$ cat src/pkg/swp_pkg.sv
// package: constants and types for the single-wire pulse slave
package swp_pkg;
  // ----------------------------------------------------------------
  // clock and printed times
  // ----------------------------------------------------------------
  localparam int CLK_MHZ = 250;
  // times in tenths of a microsecond, as printed
  localparam int IDLE_MIN_TIME_DUS           = 110;
  localparam int MASTER_SHORT_PULSE_MIN_DUS  = 118;
  localparam int MASTER_SHORT_PULSE_MAX_DUS  = 170;
  localparam int MASTER_LONG_PULSE_MIN_DUS   = 354;
  localparam int MASTER_LONG_PULSE_MAX_DUS   = 489;
  localparam int EDGE_DETECT_WINDOW_DUS      = 96;
  localparam int SLAVE_ONE_PULSE_MIN_DUS     = 283;
  localparam int SLAVE_ONE_PULSE_MAX_DUS     = 383;
  localparam int START_PULSE_MIN_DUS         = 800;
  localparam int START_PULSE_MAX_DUS         = 1090;
  localparam int ATTENTION_PULSE_MIN_DUS     = 1650;
  localparam int ATTENTION_PULSE_MAX_DUS     = 2280;
  localparam int RESET_PULSE_MIN_DUS         = 3540;
  // cycles per tenth of a microsecond
  localparam int CYC_PER_DUS = CLK_MHZ / 10;
  // ----------------------------------------------------------------
  // cycle counts (integer division, so every half rounds down)
  // ----------------------------------------------------------------
  localparam int CNT_W = 20;
  localparam int IDLE_CYC      = IDLE_MIN_TIME_DUS * CYC_PER_DUS;
  // drive lengths chosen mid-range, reset drive at its minimum
  localparam int SLAVE_ONE_CYC =
    (SLAVE_ONE_PULSE_MIN_DUS + SLAVE_ONE_PULSE_MAX_DUS) / 2 * CYC_PER_DUS;
  localparam int ATTN_CYC      =
    (ATTENTION_PULSE_MIN_DUS + ATTENTION_PULSE_MAX_DUS) / 2 * CYC_PER_DUS;
  localparam int RESET_CYC     = RESET_PULSE_MIN_DUS * CYC_PER_DUS;
  // react well inside the detection window
  localparam int REACT_CYC     = EDGE_DETECT_WINDOW_DUS * CYC_PER_DUS / 4;
  // classification thresholds between the symbol ranges
  localparam int THR_ONE   =
    (MASTER_SHORT_PULSE_MAX_DUS + SLAVE_ONE_PULSE_MIN_DUS) / 2 * CYC_PER_DUS;
  localparam int THR_START =
    (MASTER_LONG_PULSE_MAX_DUS + START_PULSE_MIN_DUS) / 2 * CYC_PER_DUS;
  localparam int THR_ATTN  =
    (START_PULSE_MAX_DUS + ATTENTION_PULSE_MIN_DUS) / 2 * CYC_PER_DUS;
  localparam int THR_RESET =
    (ATTENTION_PULSE_MAX_DUS + RESET_PULSE_MIN_DUS) / 2 * CYC_PER_DUS;
  // data bits needed after reset before attention
  localparam logic [3:0] BITS_AFTER_RESET = 4'hE;
  // ----------------------------------------------------------------
  // symbol codes and state machine
  // ----------------------------------------------------------------
  typedef enum logic [2:0] {
    SWP_SYM_ZERO  = 3'h0,
    SWP_SYM_ONE   = 3'h1,
    SWP_SYM_START = 3'h2,
    SWP_SYM_ATTN  = 3'h3,
    SWP_SYM_RESET = 3'h4
  } swp_sym_e;
  typedef enum logic [4:0] {
    SWP_ST_PWRUP = 5'h01,
    SWP_ST_WAIT  = 5'h02,
    SWP_ST_IDLE  = 5'h04,
    SWP_ST_LOW   = 5'h08,
    SWP_ST_DRIVE = 5'h10
  } swp_state_e;
  // two selectable device numbers
  localparam logic [2:0] DEV_NUM_PIN_LOW  = 3'h1;
  localparam logic [2:0] DEV_NUM_PIN_HIGH = 3'h2;
endpackage : swp_pkg

$ cat src/logic/swp_timer.sv
// file: saturating cycle counter used to time line levels
`timescale 1ns/1ps
`default_nettype none
module swp_timer
  import swp_pkg::*;
(
  input  wire logic             clk,
  input  wire logic             rst_b,
  input  wire logic             clear,
  output logic [CNT_W-1:0]      count
);
  // ----------------------------------------------------------------
  // counter
  // ----------------------------------------------------------------
  localparam logic [CNT_W-1:0] CNT_MAX = '1;
  logic [CNT_W-1:0] count_reg;
  logic [CNT_W-1:0] count_next;
  assign count_next = clear ? '0 :
                      (count_reg == CNT_MAX) ? count_reg : count_reg + 1'b1;
  // count, saturate at top
  always_ff @(posedge clk) begin
    if (!rst_b) begin
      count_reg <= '0;
    end else begin
      count_reg <= count_next;
    end
  end
  assign count = count_reg;
endmodule : swp_timer
`default_nettype wire

$ cat src/logic/swp_classify.sv
// file: maps a low-pulse length onto a symbol code
`timescale 1ns/1ps
`default_nettype none
module swp_classify
  import swp_pkg::*;
(
  input  wire logic [CNT_W-1:0] low_len,
  output swp_sym_e              sym
);
  // ----------------------------------------------------------------
  // threshold compare
  // ----------------------------------------------------------------
  wire ge_one   = low_len >= CNT_W'(THR_ONE);
  wire ge_start = low_len >= CNT_W'(THR_START);
  wire ge_attn  = low_len >= CNT_W'(THR_ATTN);
  wire ge_reset = low_len >= CNT_W'(THR_RESET);
  // longest matching symbol wins
  assign sym = ge_reset ? SWP_SYM_RESET :
               ge_attn  ? SWP_SYM_ATTN  :
               ge_start ? SWP_SYM_START :
               ge_one   ? SWP_SYM_ONE   : SWP_SYM_ZERO;
endmodule : swp_classify
`default_nettype wire

$ cat src/logic/swp_slave.sv
// file: bit-level slave end of the single-wire pulse bus
`timescale 1ns/1ps
`default_nettype none
module swp_slave
  import swp_pkg::*;
(
  input  wire logic       clk,
  input  wire logic       rst_b,
  input  wire logic       line_in,
  output logic            line_out,
  output logic            line_oe,
  input  wire logic       addr_sel,
  input  wire logic       tx_valid,
  input  wire logic       tx_bit,
  output logic            tx_taken,
  input  wire logic       fresh_data,
  output logic            rx_valid,
  output logic            rx_bit,
  output logic            rx_start,
  output logic            rx_reset,
  output logic            rx_attn,
  output logic            bus_idle,
  output logic [2:0]      dev_num
);
  // ----------------------------------------------------------------
  // state and registers
  // ----------------------------------------------------------------
  swp_state_e       state_reg;
  swp_state_e       state_next;
  logic             line_d_reg;
  logic             drive_reg;
  logic             drive_next;
  logic [CNT_W-1:0] drv_cnt_reg;
  logic [CNT_W-1:0] drv_cnt_next;
  logic [3:0]       bits_seen_reg;
  logic             attn_pend_reg;
  logic             read_one_reg;
  logic             rx_valid_reg;
  logic             rx_bit_reg;
  logic             rx_start_reg;
  logic             rx_reset_reg;
  logic             rx_attn_reg;
  logic             tx_taken_reg;
  logic             idle_reg;
  logic [2:0]       dev_num_reg;
  logic [CNT_W-1:0] low_cnt;
  logic [CNT_W-1:0] high_cnt;
  swp_sym_e         sym;
  // ----------------------------------------------------------------
  // line timers and classifier
  // ----------------------------------------------------------------
  swp_timer u_low_timer (
    .clk   (clk),
    .rst_b (rst_b),
    .clear (line_in),
    .count (low_cnt)
  );
  swp_timer u_high_timer (
    .clk   (clk),
    .rst_b (rst_b),
    .clear (!line_in),
    .count (high_cnt)
  );
  swp_classify u_classify (
    .low_len (low_cnt),
    .sym     (sym)
  );
  // ----------------------------------------------------------------
  // decoded conditions
  // ----------------------------------------------------------------
  wire idle_now   = line_in && (high_cnt >= CNT_W'(IDLE_CYC));
  wire fall       = line_d_reg && !line_in;
  wire rise       = !line_d_reg && line_in;
  wire may_attn   = (bits_seen_reg == BITS_AFTER_RESET);
  wire in_window  = (low_cnt == CNT_W'(REACT_CYC));
  wire drv_done   = (drv_cnt_reg == '0);
  wire drive_rst  = (state_reg == SWP_ST_PWRUP);
  wire is_data    = (sym == SWP_SYM_ZERO) || (sym == SWP_SYM_ONE);
  wire start_attn = attn_pend_reg && may_attn &&
                    ((state_reg == SWP_ST_IDLE && idle_now) ||
                     (state_reg == SWP_ST_LOW && in_window));
  wire start_one  = (state_reg == SWP_ST_LOW) && in_window &&
                    tx_valid && tx_bit && !start_attn;
  wire take_tx    = (state_reg == SWP_ST_LOW) && in_window && tx_valid;
  wire pulse_end  = rise && (state_reg == SWP_ST_LOW ||
                             state_reg == SWP_ST_DRIVE);
  // ----------------------------------------------------------------
  // next state
  // ----------------------------------------------------------------
  always_comb begin
    state_next   = state_reg;
    drive_next   = drive_reg;
    drv_cnt_next = drv_cnt_reg;
    if (!drv_done) begin
      drv_cnt_next = drv_cnt_reg - 1'b1;
    end
    case (state_reg)
      SWP_ST_PWRUP: begin
        // hold reset symbol for its full length
        drive_next = 1'b1;
        if (drv_done) begin
          drive_next = 1'b0;
          state_next = SWP_ST_WAIT;
        end
      end
      SWP_ST_WAIT: begin
        if (idle_now) begin
          state_next = SWP_ST_IDLE;
        end
      end
      SWP_ST_IDLE: begin
        if (start_attn) begin
          drive_next   = 1'b1;
          drv_cnt_next = CNT_W'(ATTN_CYC);
          state_next   = SWP_ST_DRIVE;
        end else if (fall) begin
          state_next = SWP_ST_LOW;
        end
      end
      SWP_ST_LOW: begin
        if (start_attn) begin
          drive_next   = 1'b1;
          drv_cnt_next = CNT_W'(ATTN_CYC - REACT_CYC);
          state_next   = SWP_ST_DRIVE;
        end else if (start_one) begin
          drive_next   = 1'b1;
          drv_cnt_next = CNT_W'(SLAVE_ONE_CYC - REACT_CYC);
          state_next   = SWP_ST_DRIVE;
        end else if (rise) begin
          state_next = SWP_ST_WAIT;
        end
      end
      SWP_ST_DRIVE: begin
        // stay until the line is back high so the pulse gets classified
        if (drv_done) begin
          drive_next = 1'b0;
        end
        if (rise) begin
          state_next = SWP_ST_WAIT;
        end
      end
      default: begin
        drive_next = 1'b0;
        state_next = SWP_ST_WAIT;
      end
    endcase
  end
  // ----------------------------------------------------------------
  // state registers
  // ----------------------------------------------------------------
  always_ff @(posedge clk) begin
    if (!rst_b) begin
      state_reg   <= SWP_ST_PWRUP;
      drive_reg   <= 1'b1;
      drv_cnt_reg <= CNT_W'(RESET_CYC);
      line_d_reg  <= 1'b1;
    end else begin
      state_reg   <= state_next;
      drive_reg   <= drive_next;
      drv_cnt_reg <= drv_cnt_next;
      line_d_reg  <= line_in;
    end
  end
  // ----------------------------------------------------------------
  // attention request pending; new readings set, own attention clears
  // ----------------------------------------------------------------
  always_ff @(posedge clk) begin
    if (!rst_b) begin
      attn_pend_reg <= 1'b0;
    end else if (fresh_data) begin
      attn_pend_reg <= 1'b1;
    end else if (start_attn) begin
      attn_pend_reg <= 1'b0;
    end
  end
  // ----------------------------------------------------------------
  // data bits counted since the last bus reset
  // ----------------------------------------------------------------
  always_ff @(posedge clk) begin
    if (!rst_b) begin
      bits_seen_reg <= '0;
    end else if (pulse_end && sym == SWP_SYM_RESET) begin
      bits_seen_reg <= '0;
    end else if (pulse_end && is_data && !may_attn) begin
      bits_seen_reg <= bits_seen_reg + 1'b1;
    end
  end
  // ----------------------------------------------------------------
  // remember a one being returned, for the read-back check
  // ----------------------------------------------------------------
  always_ff @(posedge clk) begin
    if (!rst_b) begin
      read_one_reg <= 1'b0;
    end else if (start_one) begin
      read_one_reg <= 1'b1;
    end else if (state_reg == SWP_ST_IDLE) begin
      read_one_reg <= 1'b0;
    end
  end
  // ----------------------------------------------------------------
  // symbol reports at the rising edge
  // ----------------------------------------------------------------
  always_ff @(posedge clk) begin
    if (!rst_b) begin
      rx_valid_reg <= 1'b0;
      rx_bit_reg   <= 1'b0;
      rx_start_reg <= 1'b0;
      rx_reset_reg <= 1'b0;
      rx_attn_reg  <= 1'b0;
      tx_taken_reg <= 1'b0;
    end else begin
      rx_valid_reg <= pulse_end && is_data;
      rx_bit_reg   <= pulse_end && (sym == SWP_SYM_ONE);
      rx_start_reg <= pulse_end && (sym == SWP_SYM_START);
      rx_reset_reg <= pulse_end && (sym == SWP_SYM_RESET);
      rx_attn_reg  <= pulse_end && (sym == SWP_SYM_ATTN);
      tx_taken_reg <= take_tx && !start_attn;
    end
  end
  // ----------------------------------------------------------------
  // idle flag and address pin capture
  // ----------------------------------------------------------------
  always_ff @(posedge clk) begin
    if (!rst_b) begin
      idle_reg    <= 1'b0;
      dev_num_reg <= DEV_NUM_PIN_LOW;
    end else begin
      idle_reg    <= idle_now;
      dev_num_reg <= addr_sel ? DEV_NUM_PIN_HIGH : DEV_NUM_PIN_LOW;
    end
  end
  // ----------------------------------------------------------------
  // outputs; open drain, so data is always low
  // ----------------------------------------------------------------
  assign line_out = 1'b0;
  assign line_oe  = drive_reg;
  assign rx_valid = rx_valid_reg;
  assign rx_bit   = rx_bit_reg;
  assign rx_start = rx_start_reg;
  assign rx_reset = rx_reset_reg;
  assign rx_attn  = rx_attn_reg;
  assign tx_taken = tx_taken_reg;
  assign bus_idle = idle_reg;
  assign dev_num  = dev_num_reg;
  // ----------------------------------------------------------------
  // checks
  // ----------------------------------------------------------------
  property p_pwrup_reset;
    @(posedge clk) disable iff (!rst_b)
    $rose(rst_b) |-> line_oe [*8];
  endproperty
  a_pwrup_reset: assert property (p_pwrup_reset)
    else $error("no reset drive after power-up");
  property p_attn_gate;
    @(posedge clk) disable iff (!rst_b)
    ($rose(line_oe) && !$past(start_one)) |->
      $past(bits_seen_reg) == BITS_AFTER_RESET;
  endproperty
  a_attn_gate: assert property (p_attn_gate)
    else $error("attention before enough data bits");
  property p_attn_when;
    @(posedge clk) disable iff (!rst_b)
    $rose(line_oe) |->
      $past(idle_now) ||
      ($past(state_reg) == SWP_ST_LOW &&
       $past(low_cnt) == CNT_W'(REACT_CYC));
  endproperty
  a_attn_when: assert property (p_attn_when)
    else $error("attention outside idle or window");
  property p_one_drive;
    @(posedge clk) disable iff (!rst_b)
    start_one |=> line_oe [*8];
  endproperty
  a_one_drive: assert property (p_one_drive)
    else $error("read one not driven");
  property p_data_only;
    @(posedge clk) disable iff (!rst_b)
    rx_valid |-> !rx_start && !rx_reset && !rx_attn;
  endproperty
  a_data_only: assert property (p_data_only)
    else $error("long symbol reported as data");
  property p_start_report;
    @(posedge clk) disable iff (!rst_b)
    (pulse_end && sym == SWP_SYM_START) |=> rx_start && !rx_valid;
  endproperty
  a_start_report: assert property (p_start_report)
    else $error("start symbol not reported");
  property p_attn_not_start;
    @(posedge clk) disable iff (!rst_b)
    rx_attn |-> !rx_start;
  endproperty
  a_attn_not_start: assert property (p_attn_not_start)
    else $error("attention taken as start");
  property p_idle_flag;
    @(posedge clk) disable iff (!rst_b)
    !line_in |=> !bus_idle;
  endproperty
  a_idle_flag: assert property (p_idle_flag)
    else $error("idle while line low");
  property p_addr;
    @(posedge clk) disable iff (!rst_b)
    addr_sel |=> dev_num == DEV_NUM_PIN_HIGH;
  endproperty
  a_addr: assert property (p_addr)
    else $error("address select ignored");
  property p_pwrup_hold;
    @(posedge clk) disable iff (!rst_b)
    drive_rst |-> line_oe;
  endproperty
  a_pwrup_hold: assert property (p_pwrup_hold)
    else $error("power-up reset drive dropped early");
  property p_read_one_len;
    @(posedge clk) disable iff (!rst_b)
    (pulse_end && read_one_reg) |-> sym != SWP_SYM_ZERO;
  endproperty
  a_read_one_len: assert property (p_read_one_len)
    else $error("returned one decoded as zero");
  property p_attn_report;
    @(posedge clk) disable iff (!rst_b)
    (pulse_end && sym == SWP_SYM_ATTN) |=> rx_attn && !rx_valid;
  endproperty
  a_attn_report: assert property (p_attn_report)
    else $error("attention symbol not reported");
endmodule : swp_slave
`default_nettype wire

$ cat config.mk
export PLATFORM = sky130hd
export DESIGN_NAME = swp_slave
export DESIGN_NICKNAME = d
export VERILOG_FILES = /design/src/pkg/swp_pkg.sv /design/src/logic/swp_timer.sv /design/src/logic/swp_classify.sv /design/src/logic/swp_slave.sv
export SDC_FILE = /design/constraint.sdc
export NUM_CORES = 1
export LEC_CHECK = 0
export BUFFER_PORTS_ARGS = -buffer_cell sky130_fd_sc_hd__buf_4
export CAP_MARGIN = 20
export CORE_UTILIZATION = 30
export DETAILED_ROUTE_END_ITERATION = 12
export GPL_ROUTABILITY_DRIVEN = 0
export PLACE_DENSITY = 0.45
export SLEW_MARGIN = 20
export SYNTH_ARGS = -nofsm -noshare
export SYNTH_HDL_FRONTEND = slang
export SYNTH_HIERARCHICAL = 1
export SYNTH_SLANG_ARGS = --single-unit
$ cat constraint.sdc
create_clock -name clk -period 2.11 [get_ports clk]
set_clock_uncertainty 0.1 [all_clocks]
set_input_delay 0.1055 -clock clk [delete_from_list [all_inputs] [get_ports clk]]
set_output_delay 0.1055 -clock clk [all_outputs]
set_load 0.01 [all_outputs]
After elaboration in Yosys (flattened, before gate mapping)
Cells that the tools add are included.
{"block": "totals", "output_inout_bits": 12, "register_bits": 82, "word_cells": 105, "inputBits": 7}
{"block": "op_classes", "bitwise": 2, "addsub": 4, "eq_ne": 19, "n_lt_le_gt_ge": 5, "n_reduce_logical": 33, "n_mux": 26}
{"operator": "20-bit two-way mux", "count": 4}
{"operator": "20-bit by 1-bit adder with 20-bit output, second input constant", "count": 2}
{"operator": "20-bit equality test, second input constant", "count": 2}
{"operator": "20-bit case mux with 2 select lines", "count": 1}
{"operator": "5-bit two-way mux", "count": 7}
{"operator": "5-bit case mux with 5 select lines", "count": 1}
{"operator": "20-bit by 10-bit equality test with 1-bit output, second input constant", "count": 1}
{"operator": "20-bit by 12-bit >= comparator with 1-bit output, second input constant", "count": 1}
{"operator": "20-bit by 13-bit >= comparator with 1-bit output, second input constant", "count": 1}
{"operator": "20-bit by 14-bit >= comparator with 1-bit output, second input constant", "count": 1}
{"operator": "20-bit by 16-bit >= comparator with 1-bit output, second input constant", "count": 1}
{"operator": "20-bit by 17-bit >= comparator with 1-bit output, second input constant", "count": 1}
{"operator": "20-bit zero test", "count": 1}
{"operator": "20-bit by 1-bit subtractor with 20-bit output, second input constant", "count": 1}
{"operator": "1-bit logical AND", "count": 18}
{"operator": "3-bit two-way mux", "count": 3}
{"operator": "1-bit two-way mux", "count": 8}
{"operator": "2-bit != test, second input constant", "count": 4}
{"operator": "3-bit by 2-bit equality test with 1-bit output, second input constant", "count": 2}
{"operator": "3-bit != test, second input constant", "count": 2}
{"operator": "5-bit by 1-bit equality test with 1-bit output, second input constant", "count": 1}
{"operator": "5-bit by 2-bit equality test with 1-bit output, second input constant", "count": 1}
{"operator": "5-bit by 3-bit equality test with 1-bit output, second input constant", "count": 1}
{"operator": "5-bit by 4-bit equality test with 1-bit output, second input constant", "count": 1}
{"operator": "other kinds (16)", "count": 23}

Longest topological paths before layout
Gate-level depths: netlist of the first run.
{"block": "depth", "word_depth": 10, "depth_mapped": 10, "depth_no_buf": 9}

Modules after synthesis
Netlist of the first run, hierarchy kept.
{"mod": "swp_slave", "seq_area_each_um2": 820.8, "n_inst": 1, "cells_per_inst": 270, "area_per_inst_um2": 2319.7}
{"mod": "swp_timer", "seq_area_each_um2": 400.4, "n_inst": 2, "cells_per_inst": 123, "area_per_inst_um2": 1062.3}
{"mod": "swp_classify", "seq_area_each_um2": 0.0, "n_inst": 1, "cells_per_inst": 30, "area_per_inst_um2": 205.2}

Least setup slack after synthesis of the first run
Ideal clock, no wire load.
{"block": "synth_timing", "path_type": "flip-flop to flip-flop", "from": "register u_low_timer.count_reg[9], in the netlist u_low_timer/count[9]", "to": "register bits_seen_reg[3]", "path_stages_with_launch": 11, "setup_time_ns": 0.116, "required_ns": 1.894, "path_buffers": 1, "slack_ns": -0.150, "arrival_ns": 2.045, "synth_period_minus_slack_ns": 2.260, "cell_sequence": "dfxtp_1 nor4_1 o21ai_0 nand4_1 a31oi_1 buf_4 a31o_2 a2111oi_4 nand4_1 xor2_1 nor2_1"}
{"block": "synth_between", "elab_cells_between_ends": 16, "cone_classes": "4 x order compare; 2 x eq/ne; 4 x mux; 6 x reduce/logical"}
{"element": "start: declaration", "line_no": "swp_timer.sv:16", "rtl": "logic [CNT_W-1:0] count_reg;"}
{"element": "start signal: assignment", "line_no": "swp_timer.sv:25", "rtl": "count_reg <= count_next;"}
{"element": "20-bit by 17-bit >= comparator with 1-bit output *", "line_no": "swp_classify.sv:16", "rtl": "wire ge_reset = low_len >= CNT_W'(THR_RESET);"}
{"element": "via u_classify.ge_reset", "line_no": "swp_classify.sv:16"}
{"element": "3-bit two-way mux *", "line_no": "swp_classify.sv:18", "rtl": "assign sym = ge_reset ? SWP_SYM_RESET :"}
{"element": "via sym[2]", "line_no": "swp_slave.sv:48", "rtl": "swp_sym_e sym;"}
{"element": "3-bit by 1-bit equality test with 1-bit output or 3-bit zero test (tied branches)", "line_no": "swp_slave.sv:78", "rtl": "wire is_data = (sym == SWP_SYM_ZERO) || (sym == SWP_SYM_ONE);"}
{"element": "1-bit logical OR", "line_no": "swp_slave.sv:78"}
{"element": "1-bit logical AND (2 in a row)", "line_no": "swp_slave.sv:184", "rtl": "end else if (pulse_end && is_data && !may_attn) begin"}
{"element": "end signal: assignment", "line_no": "swp_slave.sv:185", "rtl": "bits_seen_reg <= bits_seen_reg + 1'b1;"}
{"element": "end: declaration", "line_no": "swp_slave.sv:35", "rtl": "logic [3:0] bits_seen_reg;"}
The timed path passes the listed nets; every way through them passes the cells marked *.
A chain may end at the register's enable or synchronous reset.

Worst setup path after layout of the first run
{"block": "layout_timing", "from": "register u_low_timer.count_reg[6], in the netlist u_low_timer/count[6]", "to": "register bits_seen_reg[3]"}
{"block": "layout_between", "elab_cells_between_ends": 16, "cone_classes": "4 x order compare; 2 x eq/ne; 4 x mux; 6 x reduce/logical"}
{"element": "20-bit by 16-bit >= comparator with 1-bit output", "line_no": "swp_classify.sv:15", "rtl": "wire ge_attn = low_len >= CNT_W'(THR_ATTN);"}
{"element": "3-bit two-way mux", "line_no": "swp_classify.sv:19", "rtl": "ge_attn ? SWP_SYM_ATTN :"}
{"element": "3-bit two-way mux *", "line_no": "swp_classify.sv:18"}
{"element": "via sym[2]", "line_no": "swp_slave.sv:48"}
{"element": "3-bit by 1-bit equality test with 1-bit output or 3-bit zero test (tied branches)", "line_no": "swp_slave.sv:78"}
{"element": "1-bit logical OR", "line_no": "swp_slave.sv:78"}
{"element": "1-bit logical AND (2 in a row)", "line_no": "swp_slave.sv:184"}
Marked as above.

==> results of run 1 <==
critical path, stage by stage (launching register included):
cell       delay (ns)
dfxtp_2          0.34
nor4_4           0.29
o21ai_2          0.11
nand4_1          0.15
a31oi_4          0.11
a31o_4           0.24
a2111oi_4        0.37
nand4_1          0.15
xor2_1           0.15
nor2_1           0.05
cell usage after synthesis (all sizes together), types with 6 or more instances:
library cell,count,area share [%]
a211oi,11,2.1
a21oi,33,3.6
a31o,7,1.3
a31oi,17,2.3
and3,16,2.2
and4,10,1.9
buf,6,0.94
clkbuf,12,1.0
dfxtp,81,35
ha,6,1.6
inv,15,1.2
nand2,37,3.2
nand2b,6,0.81
nand3,31,3.6
nand4,20,4.0
nor2,42,3.4
nor2b,7,0.94
nor3,33,4.1
nor4,19,4.3
o21a,7,1.1
o21ai,29,3.3
or3,10,1.4
or4,11,1.8
xnor2,6,1.1
xor2,12,2.3
per-stage QoR:
| stage | worst slack [ns] | utilization [%] | setup TNS (ns) | area [um2] | total power [W] |
|---|---|---|---|---|---|
| floorplan | -0.0160 | - | -0.0160 | 4700 | 0.00172 |
| global placement | -0.125 | 36.8 | -0.346 | 5570 | 0.00181 |
| detailed placement | -0.169 | 36.8 | -0.535 | 5570 | 0.00181 |
| CTS | -0.0590 | 40.0 | -0.172 | 6060 | 0.00351 |
| global route | -0.150 | 41.4 | -1.66 | 6280 | 0.00360 |
| finish | -0.0487 | 41.4 | -0.132 | 6280 | 0.00347 |
kinds of logic (layout without fill, tap and decap cells):
| kind of cell | count (synthesis) | count (layout) | synth area share (%) |
|---|---|---|---|
| AOI/OAI and AO/OA | 143 | 143 | 21.5 |
| xor gates and xnor gates | 18 | 18 | 3.39 |
| adders and majority gates | 6 | 6 | 1.61 |
| buffers and inverters | 34 | 151 | 3.23 |
| DFF | 81 | 81 | 34.9 |
| muxes | 1 | 1 | 0.215 |
| other | 1 | 2 | 0.0807 |
| and+or+nand+nor | 262 | 262 | 35.1 |
metal layers:
layer  share of wire [%]  track usage (%)  routed length [um]  up-vias
met5                   0                0                   0        -
met2                  44             26.0                5890       76
met1                  50             23.7                6750     2161
met3                 3.7             2.95                 493       19
met4                 2.1             7.73                 278        0
li1                    -                -                   -     2331
what timing repair did:
item	CTS	global route
setup endpoints to repair	10	21
endpoints found under the hold margin	8	0
gates resized for setup	16	30
pin swaps	11	16
hold buffers	6	0
setup buffers	4	14
path summary, 6_finish.rpt:
| check | start | slack [ns] | cells after the start | end |
|---|---|---|---|---|
| worst max-delay path | u_low_timer/count[6] | -0.05 | 9 | bits_seen_reg[3] |
| worst min register to register | line_oe | 0.41 | 2 | line_oe |
| worst min-delay path | tx_bit | 0.18 | 4 | drv_cnt_reg[5] |
| worst max register to register | u_low_timer/count[6] | -0.05 | 9 | bits_seen_reg[3] |
cells in the final DEF, fill, tap and decap left out, drive strengths merged, types with 10 or more instances in the layout:
cell type,count
a211oi,11
a21oi,33
a31oi,17
and3,16
and4,10
buf,113
clkbuf,10
dfxtp,81
inv,18
nand2,37
nand3,31
nand4,20
nor2,42
nor3,33
nor4,19
o21ai,29
or3,10
or4,11
xor2,12
final cells by class:
type | instances | area, um2
clock buffer | 10 | 239
timing repair buffer | 119 | 922
multi-input combinational | 432 | 3100
inverter | 16 | 62.6
tap | 188 | 235
sequential | 81 | 1640
clock inverter | 6 | 73.8
fill | 1494 | 8870
power groups by stage:
stage	clock (W)	sequential [W]	combinational, W
2_1_floorplan	0	0.00161	0.000114
3_3_place_gp	0	0.00161	0.000195
3_5_place_dp	0	0.00161	0.000196
4_1_cts	0.00173	0.00158	0.000208
5_1_grt	0.00178	0.00158	0.000245
6_report	0.00167	0.00158	0.000222
==> flow_summary.json, run 1 <==
{
  "area_growth_pct": 35.0,
  "critPathLaunchType": "flop",
  "place_inst": 812,
  "io_pins": 19,
  "dieArea_mm2": 0.0160,
  "overflow": 0,
  "hold-worst-slack_ns": 0.178,
  "ys.flop_type": "dfxtp_1",
  "die_h_um": 126,
  "cts_tree": "yes",
  "clock_path_buffers": 2,
  "drv_slew": 0,
  "async_flop_share_pct": 0,
  "cp_data_arrival_time_ns": 2.30,
  "power_frac_seq_pct": 45.4,
  "p_per_area_mw_per_mm2": 554,
  "io_buffers": 16,
  "rows": 45,
  "first_pass_iters": 6,
  "grt_pass1_wl_um": 21700,
  "finalWirelength_um": 13400,
  "period_needed_ns": 2.16,
  "synth_edf_count": 0,
  "drt-wirelength-per-cell_um": 15.7,
  "grt_pass1_vias": 4321,
  "p_comb_share_pct": 6.4,
  "status": "complete, but fails checks",
  "fin_ws_ns": -0.0487,
  "cts_buffers": 9,
  "diodes": 0,
  "p_clk_share_pct": 48.2,
  "fin_crit_sh_pct": 102,
  "die_w_um": 126,
  "vdd_drop_max_uv": 361,
  "path_clk_slew_ns": 0.06,
  "ys_seq_elements": 81,
  "synth.avg_cell_area_um2": 8.52,
  "netlist_area_mm2": 0.00465,
  "synthCells": 546,
  "root_buffer": "clkbuf_16",
  "crit_type": "reg -> reg",
  "hold_viol_final": 0,
  "drive_above_1_share_pct": 32.5,
  "hold_path_class": "in -> reg",
  "antenna_found_initial": 0,
  "setup_viol": 3,
  "via_per_inst": 5.38,
  "instances_no_fill": 852,
  "worst_slew_pin_slew_ns": 0.667,
  "hpwl_um": 9740,
  "rsz0062_at_grt": "true",
  "grt_use_total_pct": 17.1,
  "drt_first_iter_violations": 275,
  "fmax_mhz": 463,
  "grt_max_degree": 19,
  "swShare_pct": 24.6,
  "nets": 672,
  "critPathMaxFanout": 3,
  "cp-end-kind": "flop",
  "postRouteAntennaNets": 0,
  "core_mm2": 0.0151,
  "htreeDepth": 3,
  "clk_latency_ns": 0.35,
  "p_switching_w": 0.000854,
  "dr_total_vias": 4587,
  "numClockSinks": 81,
  "slew_headroom_pct": 55.4,
  "violations": "setup timing",
  "start_util_pct": 30.7,
  "p_leak_nw": 2.41,
  "maxCapViolations": 0,
  "intPower_w": 0.00262,
  "yosysSeqAreaShare_pct": 34.9,
  "yosys_warnings": 6,
  "required_ns": 2.25,
  "drc": 0,
  "yosysUniqueCellTypes": 72
}
Power figures use the tool's default switching activity.
==> inputs of run 2 (changes only) <==
- CTS_BUF_LIST: not set -> sky130_fd_sc_hd__clkbuf_8
==> run 2 against run 1 <==
The run still ends with setup timing left. Critical path depth unchanged. Count of clock-buffer cells in the layout unchanged. Sequential share of layout area grew 0.39 points. Routed wire length down 0.56%. Sequential power barely moved. Final area fell by 1.6%. Total power down 12%. Global-route usage down 0.11 points. Maximum frequency rose by 0.49%.
==> flow_summary.json, run 2 (synthesis gave the netlist of run 1 again) <==
{
  "clk_latency_ns": 0.37,
  "diodes": 0,
  "crit_chain": "nor4_4 > o21ai_2 > nand4_1 > a31oi_4 > a31o_4 > a2111oi_4 > nand4_1 > xor2_1 > nor2_1",
  "required_ns": 2.28,
  "p_leak_nw": 2.35,
  "drive_above_1_share_pct": 32.7,
  "start_util_pct": 30.7,
  "grt_pass1_vias": 4329,
  "antenna_found_initial": 0,
  "drt_first_iter_violations": 262,
  "io_pins": 19,
  "dr.max_layer_used": "met4",
  "via_per_inst": 5.39,
  "htreeDepth": 3,
  "tns_ns": -0.113,
  "worst_slew_pin_slew_ns": 0.715,
  "hold_viol_final": 0,
  "die_w_um": 126,
  "fmax_mhz": 465,
  "drc": 0,
  "numClockSinks": 81,
  "critPathTopFamily": "compound AO/OA/AOI/OAI gates",
  "hold_path_class": "in -> reg",
  "cts_tree": "yes",
  "critPathLaunchType": "flop",
  "crit_type": "reg -> reg",
  "nets": 669,
  "dieArea_mm2": 0.0160,
  "grt_use_total_pct": 17.0,
  "fill_cells": 1508,
  "overflow": 0,
  "crit_path_max_incr_delay_ns": 0.37,
  "path_clk_slew_ns": 0.09,
  "hpwl_um": 9740,
  "io_buffers": 16,
  "die_h_um": 126,
  "slowest_stage": "a2111oi_4",
  "cp_common_cell": "nand4_1",
  "instances_no_fill": 849,
  "slew_headroom_pct": 52.2,
  "grt_pass1_wl_um": 21600,
  "mostFrequentLayoutCell": "buf_4",
  "finalWirelength_um": 13300,
  "status": "complete, but fails checks",
  "maxCapViolations": 0,
  "hold-worst-slack_ns": 0.165,
  "fin_crit_sh_pct": 102,
  "most-common-layout-cells": "buf_4 (107), dfxtp_1 (69), nor2_1 (38), nand2_1 (32), a21oi_1 (31)",
  "fin_ws_ns": -0.0382,
  "grt_max_degree": 19,
  "cts_buffers": 9,
  "period_needed_ns": 2.15,
  "rows": 45,
  "cp_num_buf_inv": 0,
  "place_area_mm2": 0.00557,
  "wl_met2_um": 5820,
  "clock_path_buffers": 2,
  "cp_data_arrival_time_ns": 2.32,
  "reg2reg_slack_ns": -0.04,
  "drv_slew": 0,
  "dr_total_vias": 4578,
  "place_inst": 812,
  "vdd_drop_max_uv": 236,
  "setup_viol": 3,
  "drt-wirelength-per-cell_um": 15.7,
  "root_buffer": "clkbuf_8",
  "critPathMaxFanout": 3,
  "fin_area_mm2": 0.00617,
  "drt-met1-wl_um": 6810,
  "rsz0062_at_grt": "true",
  "first_pass_iters": 6,
  "core_mm2": 0.0151,
  "cp-end-kind": "flop",
  "dr_wl_met3_um": 483,
  "violations": "setup timing",
  "p_per_area_mw_per_mm2": 494,
  "postRouteAntennaNets": 0,
  "area_growth_pct": 32.8
}
[run 2: changes by cell type in the layout (fill, tap and decap cells not counted), moves of 2 or more]
cell       previous run  this run
o31ai_2               0         2
clkbuf_8              1        10
clkbuf_16             9         1
buf_4               110       107
[run 2: where the power goes]
part | internal, W | switching, W
Combinational | 0.000102 | 0.000120
Sequential | 0.00155 | 0.0000251
Clock | 0.000597 | 0.000654
Total | 0.00225 | 0.000799
[run 2: worst min-delay path, stage by stage]
cell and delay, ns:
buf_4 0.09, and2_1 0.16, nand3_1 0.14, o2111ai_1 0.11
[run 2: what timing repair did]
item	4_1_cts	5_1_grt
resized for setup	16	31
gates cloned	0	1
endpoints found under the setup margin	10	22
hold buffers	6	0
hold endpoints to repair	12	0
pin swaps	11	19
buffers inserted	4	11
[run 2: area by class of cell]
| type | instances | area [um2] | share of cell area [%] |
|---|---|---|---|
| multi-input cells | 432 | 3110 | 50.3 |
| flip-flops and latches | 81 | 1640 | 26.6 |
| clock buffers | 10 | 138 | 2.23 |
| well taps | 188 | 235 | 3.81 |
| repair buffers | 116 | 920 | 14.9 |
| clock inverters | 6 | 73.8 | 1.20 |
| inverters | 16 | 60.1 | 0.973 |
[run 2: through the flow]
| stage | total power [W] | setup WS (ns) | util (%) |
|---|---|---|---|
| after floorplan | 0.00172 | -0.0160 | - |
| after global placement | 0.00181 | -0.125 | 36.8 |
| after detailed placement | 0.00181 | -0.169 | 36.8 |
| after CTS | 0.00309 | -0.0610 | 39.3 |
| after global routing | 0.00318 | -0.141 | 40.8 |
| final | 0.00305 | -0.0382 | 40.8 |
[run 2: path summary, 6_finish.rpt]
kind,cells past startpoint,startpoint,end
worst min register to register,2,line_oe,line_oe
worst min-delay path,4,tx_bit,drv_cnt_reg[5]
worst max register to register,9,u_low_timer/count[6],bits_seen_reg[3]
worst max-delay path,9,u_low_timer/count[6],bits_seen_reg[3]
[run 2: per-layer routing]
| metal | vias to the layer above | track usage, % |
|---|---|---|
| li1 | 2316 | - |
| met1 | 2162 | 23.8 |
| met2 | 84 | 25.8 |
| met3 | 16 | 2.95 |
| met4 | 0 | 7.09 |
| met5 | - | 0 |
==> inputs of run 3 (changes only) <==
- PLACE_DENSITY: 0.45 -> 0.54
==> run 3 against run 2 <==
First-iteration DRC count increased by 9.9%. Combinational power down 4%. Clock power shrank 5%. Register-to-register slack lost 0.03 ns. Die area stayed put. Worst setup slack lost 0.033 ns. Largest cell class unchanged. Sequential power barely moved. The flow still finishes with violations (setup timing). Critical path type unchanged. Global-route usage is 0.47 points lower. Count of clock-buffer cells in the layout decreased by 1. Non-clock buffer count decreased by 6.
==> flow_summary.json, run 3 (synthesis gave the netlist of run 1 again) <==
{
  "cp_data_arrival_time_ns": 2.38,
  "drt_first_iter_violations": 288,
  "io_buffers": 16,
  "grt_max_degree": 19,
  "hold_path_depth": 4,
  "crit_path_max_incr_delay_ns": 0.36,
  "reg2reg_slack_ns": -0.07,
  "postRouteAntennaNets": 0,
  "antenna_found_initial": 0,
  "numClockSinks": 81,
  "cts_tree": "yes",
  "p_leak_nw": 2.36,
  "drc": 0,
  "p_per_area_mw_per_mm2": 478,
  "slowest_stage": "a2111oi_4",
  "nets": 663,
  "hpwl_um": 9510,
  "fin_util_pct": 41.1,
  "dieArea_mm2": 0.0160,
  "maxCapViolations": 0,
  "dr_total_vias": 4637,
  "overflow": 0,
  "period_needed_ns": 2.18,
  "intPower_w": 0.00220,
  "rsz0062_at_grt": "true",
  "status": "complete, but fails checks",
  "clock_path_buffers": 2,
  "core_mm2": 0.0151,
  "fill_cells": 1474,
  "crit_type": "reg -> reg",
  "cp_common_cell": "buf_4",
  "grt_use_total_pct": 16.6,
  "r2r_cells": 9,
  "swShare_pct": 26.0,
  "slew_headroom_pct": 57.3,
  "cp-end-kind": "flop",
  "p_switching_w": 0.000775,
  "io_pins": 19,
  "hold_path_class": "in -> reg",
  "die_h_um": 126,
  "critPathLaunchType": "flop",
  "root_buffer": "clkbuf_8",
  "clk_latency_ns": 0.38,
  "drive_above_1_share_pct": 34.0,
  "vdd_drop_max_uv": 289,
  "worstHoldEndpoint": "drv_cnt_reg[5]",
  "cts_buffers": 9,
  "hold_viol_final": 0,
  "p_clk_share_pct": 39.9,
  "area_growth_pct": 33.8,
  "htreeDepth": 3,
  "r2r-start": "u_low_timer/count[17]",
  "first_pass_iters": 4,
  "drt-wirelength-per-cell_um": 15.3,
  "violations": "setup timing",
  "min-delay-start": "tx_bit",
  "fin_ws_ns": -0.0714,
  "most-common-layout-cells": "buf_4 (97), dfxtp_1 (67), nor2_1 (38), nand2_1 (31), a21oi_1 (30)",
  "rows": 45,
  "mostFrequentLayoutCell": "buf_4",
  "cp_num_buf_inv": 3,
  "path_clk_slew_ns": 0.09,
  "grt_pass1_wl_um": 21300,
  "power_frac_seq_pct": 52.9,
  "drv_slew": 0,
  "critPathMaxFanout": 6,
  "fin_crit_sh_pct": 103,
  "setup_viol": 4,
  "grt_pass1_vias": 4369,
  "start_util_pct": 30.7,
  "via_per_inst": 5.50,
  "p_comb_share_pct": 7.1,
  "required_ns": 2.31,
  "diodes": 0,
  "fmax_mhz": 458,
  "die_w_um": 126,
  "p_total_w": 0.00298,
  "finalWirelength_um": 12900,
  "crit_chain": "buf_12 > nor4_4 > buf_4 > a31oi_4 > a31o_4 > a2111oi_4 > buf_4 > nor2_2 > a211oi_2",
  "r2r-end": "bits_seen_reg[1]",
  "critPathTopFamily": "compound AO/OA/AOI/OAI gates",
  "worst_slew_pin_slew_ns": 0.639
}
run 3: tightest hold or removal path: cells and delay by family:
kind                   cells  cell delay, ns
AOI/OAI and AO/OA          1            0.10
buffers and inverters      1            0.08
and+or+nand+nor            2            0.29
run 3: repair_timing:
item,CTS,global route
cloned,0,0
buffers inserted,4,8
hold buffers,5,0
resized for setup,15,52
pin swaps,10,18
hold endpoints to repair,13,0
setup endpoints to repair,10,27
run 3: power by group through the flow:
stage	combinational [W]	sequential, W	clock (W)
floorplan	0.000114	0.00161	0
global placement	0.000193	0.00161	0
detailed placement	0.000197	0.00161	0
CTS	0.000207	0.00157	0.00124
global route	0.000236	0.00158	0.00131
finish	0.000212	0.00158	0.00119
run 3: cell type report:
type,instances,area (um2),share of cell area (%)
flip-flops and latches,81,1640,26.4
well taps,188,235,3.78
multi-input cells,432,3200,51.4
clock inverters,7,76.3,1.23
inverters,16,60.1,0.965
repair buffers,110,886,14.2
clock buffers,9,124,1.99
run 3: how the worst max path moves through the flow:
stage,to,slack (ns),cells past startpoint,from
3_5_place_dp,state_reg[3],-0.06,6,u_high_timer/count[18]
2_1_floorplan,bits_seen_reg[3],-0.02,8,u_low_timer/count[3]
4_1_cts,drv_cnt_reg[11],-0.05,7,u_high_timer/count[16]
3_3_place_gp,bits_seen_reg[1],-0.07,9,u_low_timer/count[3]
6_report,bits_seen_reg[1],-0.07,9,u_low_timer/count[17]
5_1_grt,bits_seen_reg[1],-0.15,9,u_low_timer/count[3]
run 3: metrics by stage:
step	hold WS (ns)	std cells	area [um2]	worst slack, ns	TNS [ns]
3_3_place_gp	0.189	811	5590	-0.0679	-0.121
3_5_place_dp	0.193	811	5590	-0.0629	-0.285
4_1_cts	0.136	836	5950	-0.0463	-0.194
2_1_floorplan	0.0875	547	4700	-0.0160	-0.0160
5_1_grt	0.160	843	6220	-0.151	-0.803
6_report	0.150	843	6220	-0.0714	-0.174
run 3: per-layer routing:
layer  share of wire (%)  global-route usage [%]
met1                  47                    22.0
met3                 3.9                    3.29
met4                 1.6                    6.66
met2                  48                    26.3
met5                   0                       0
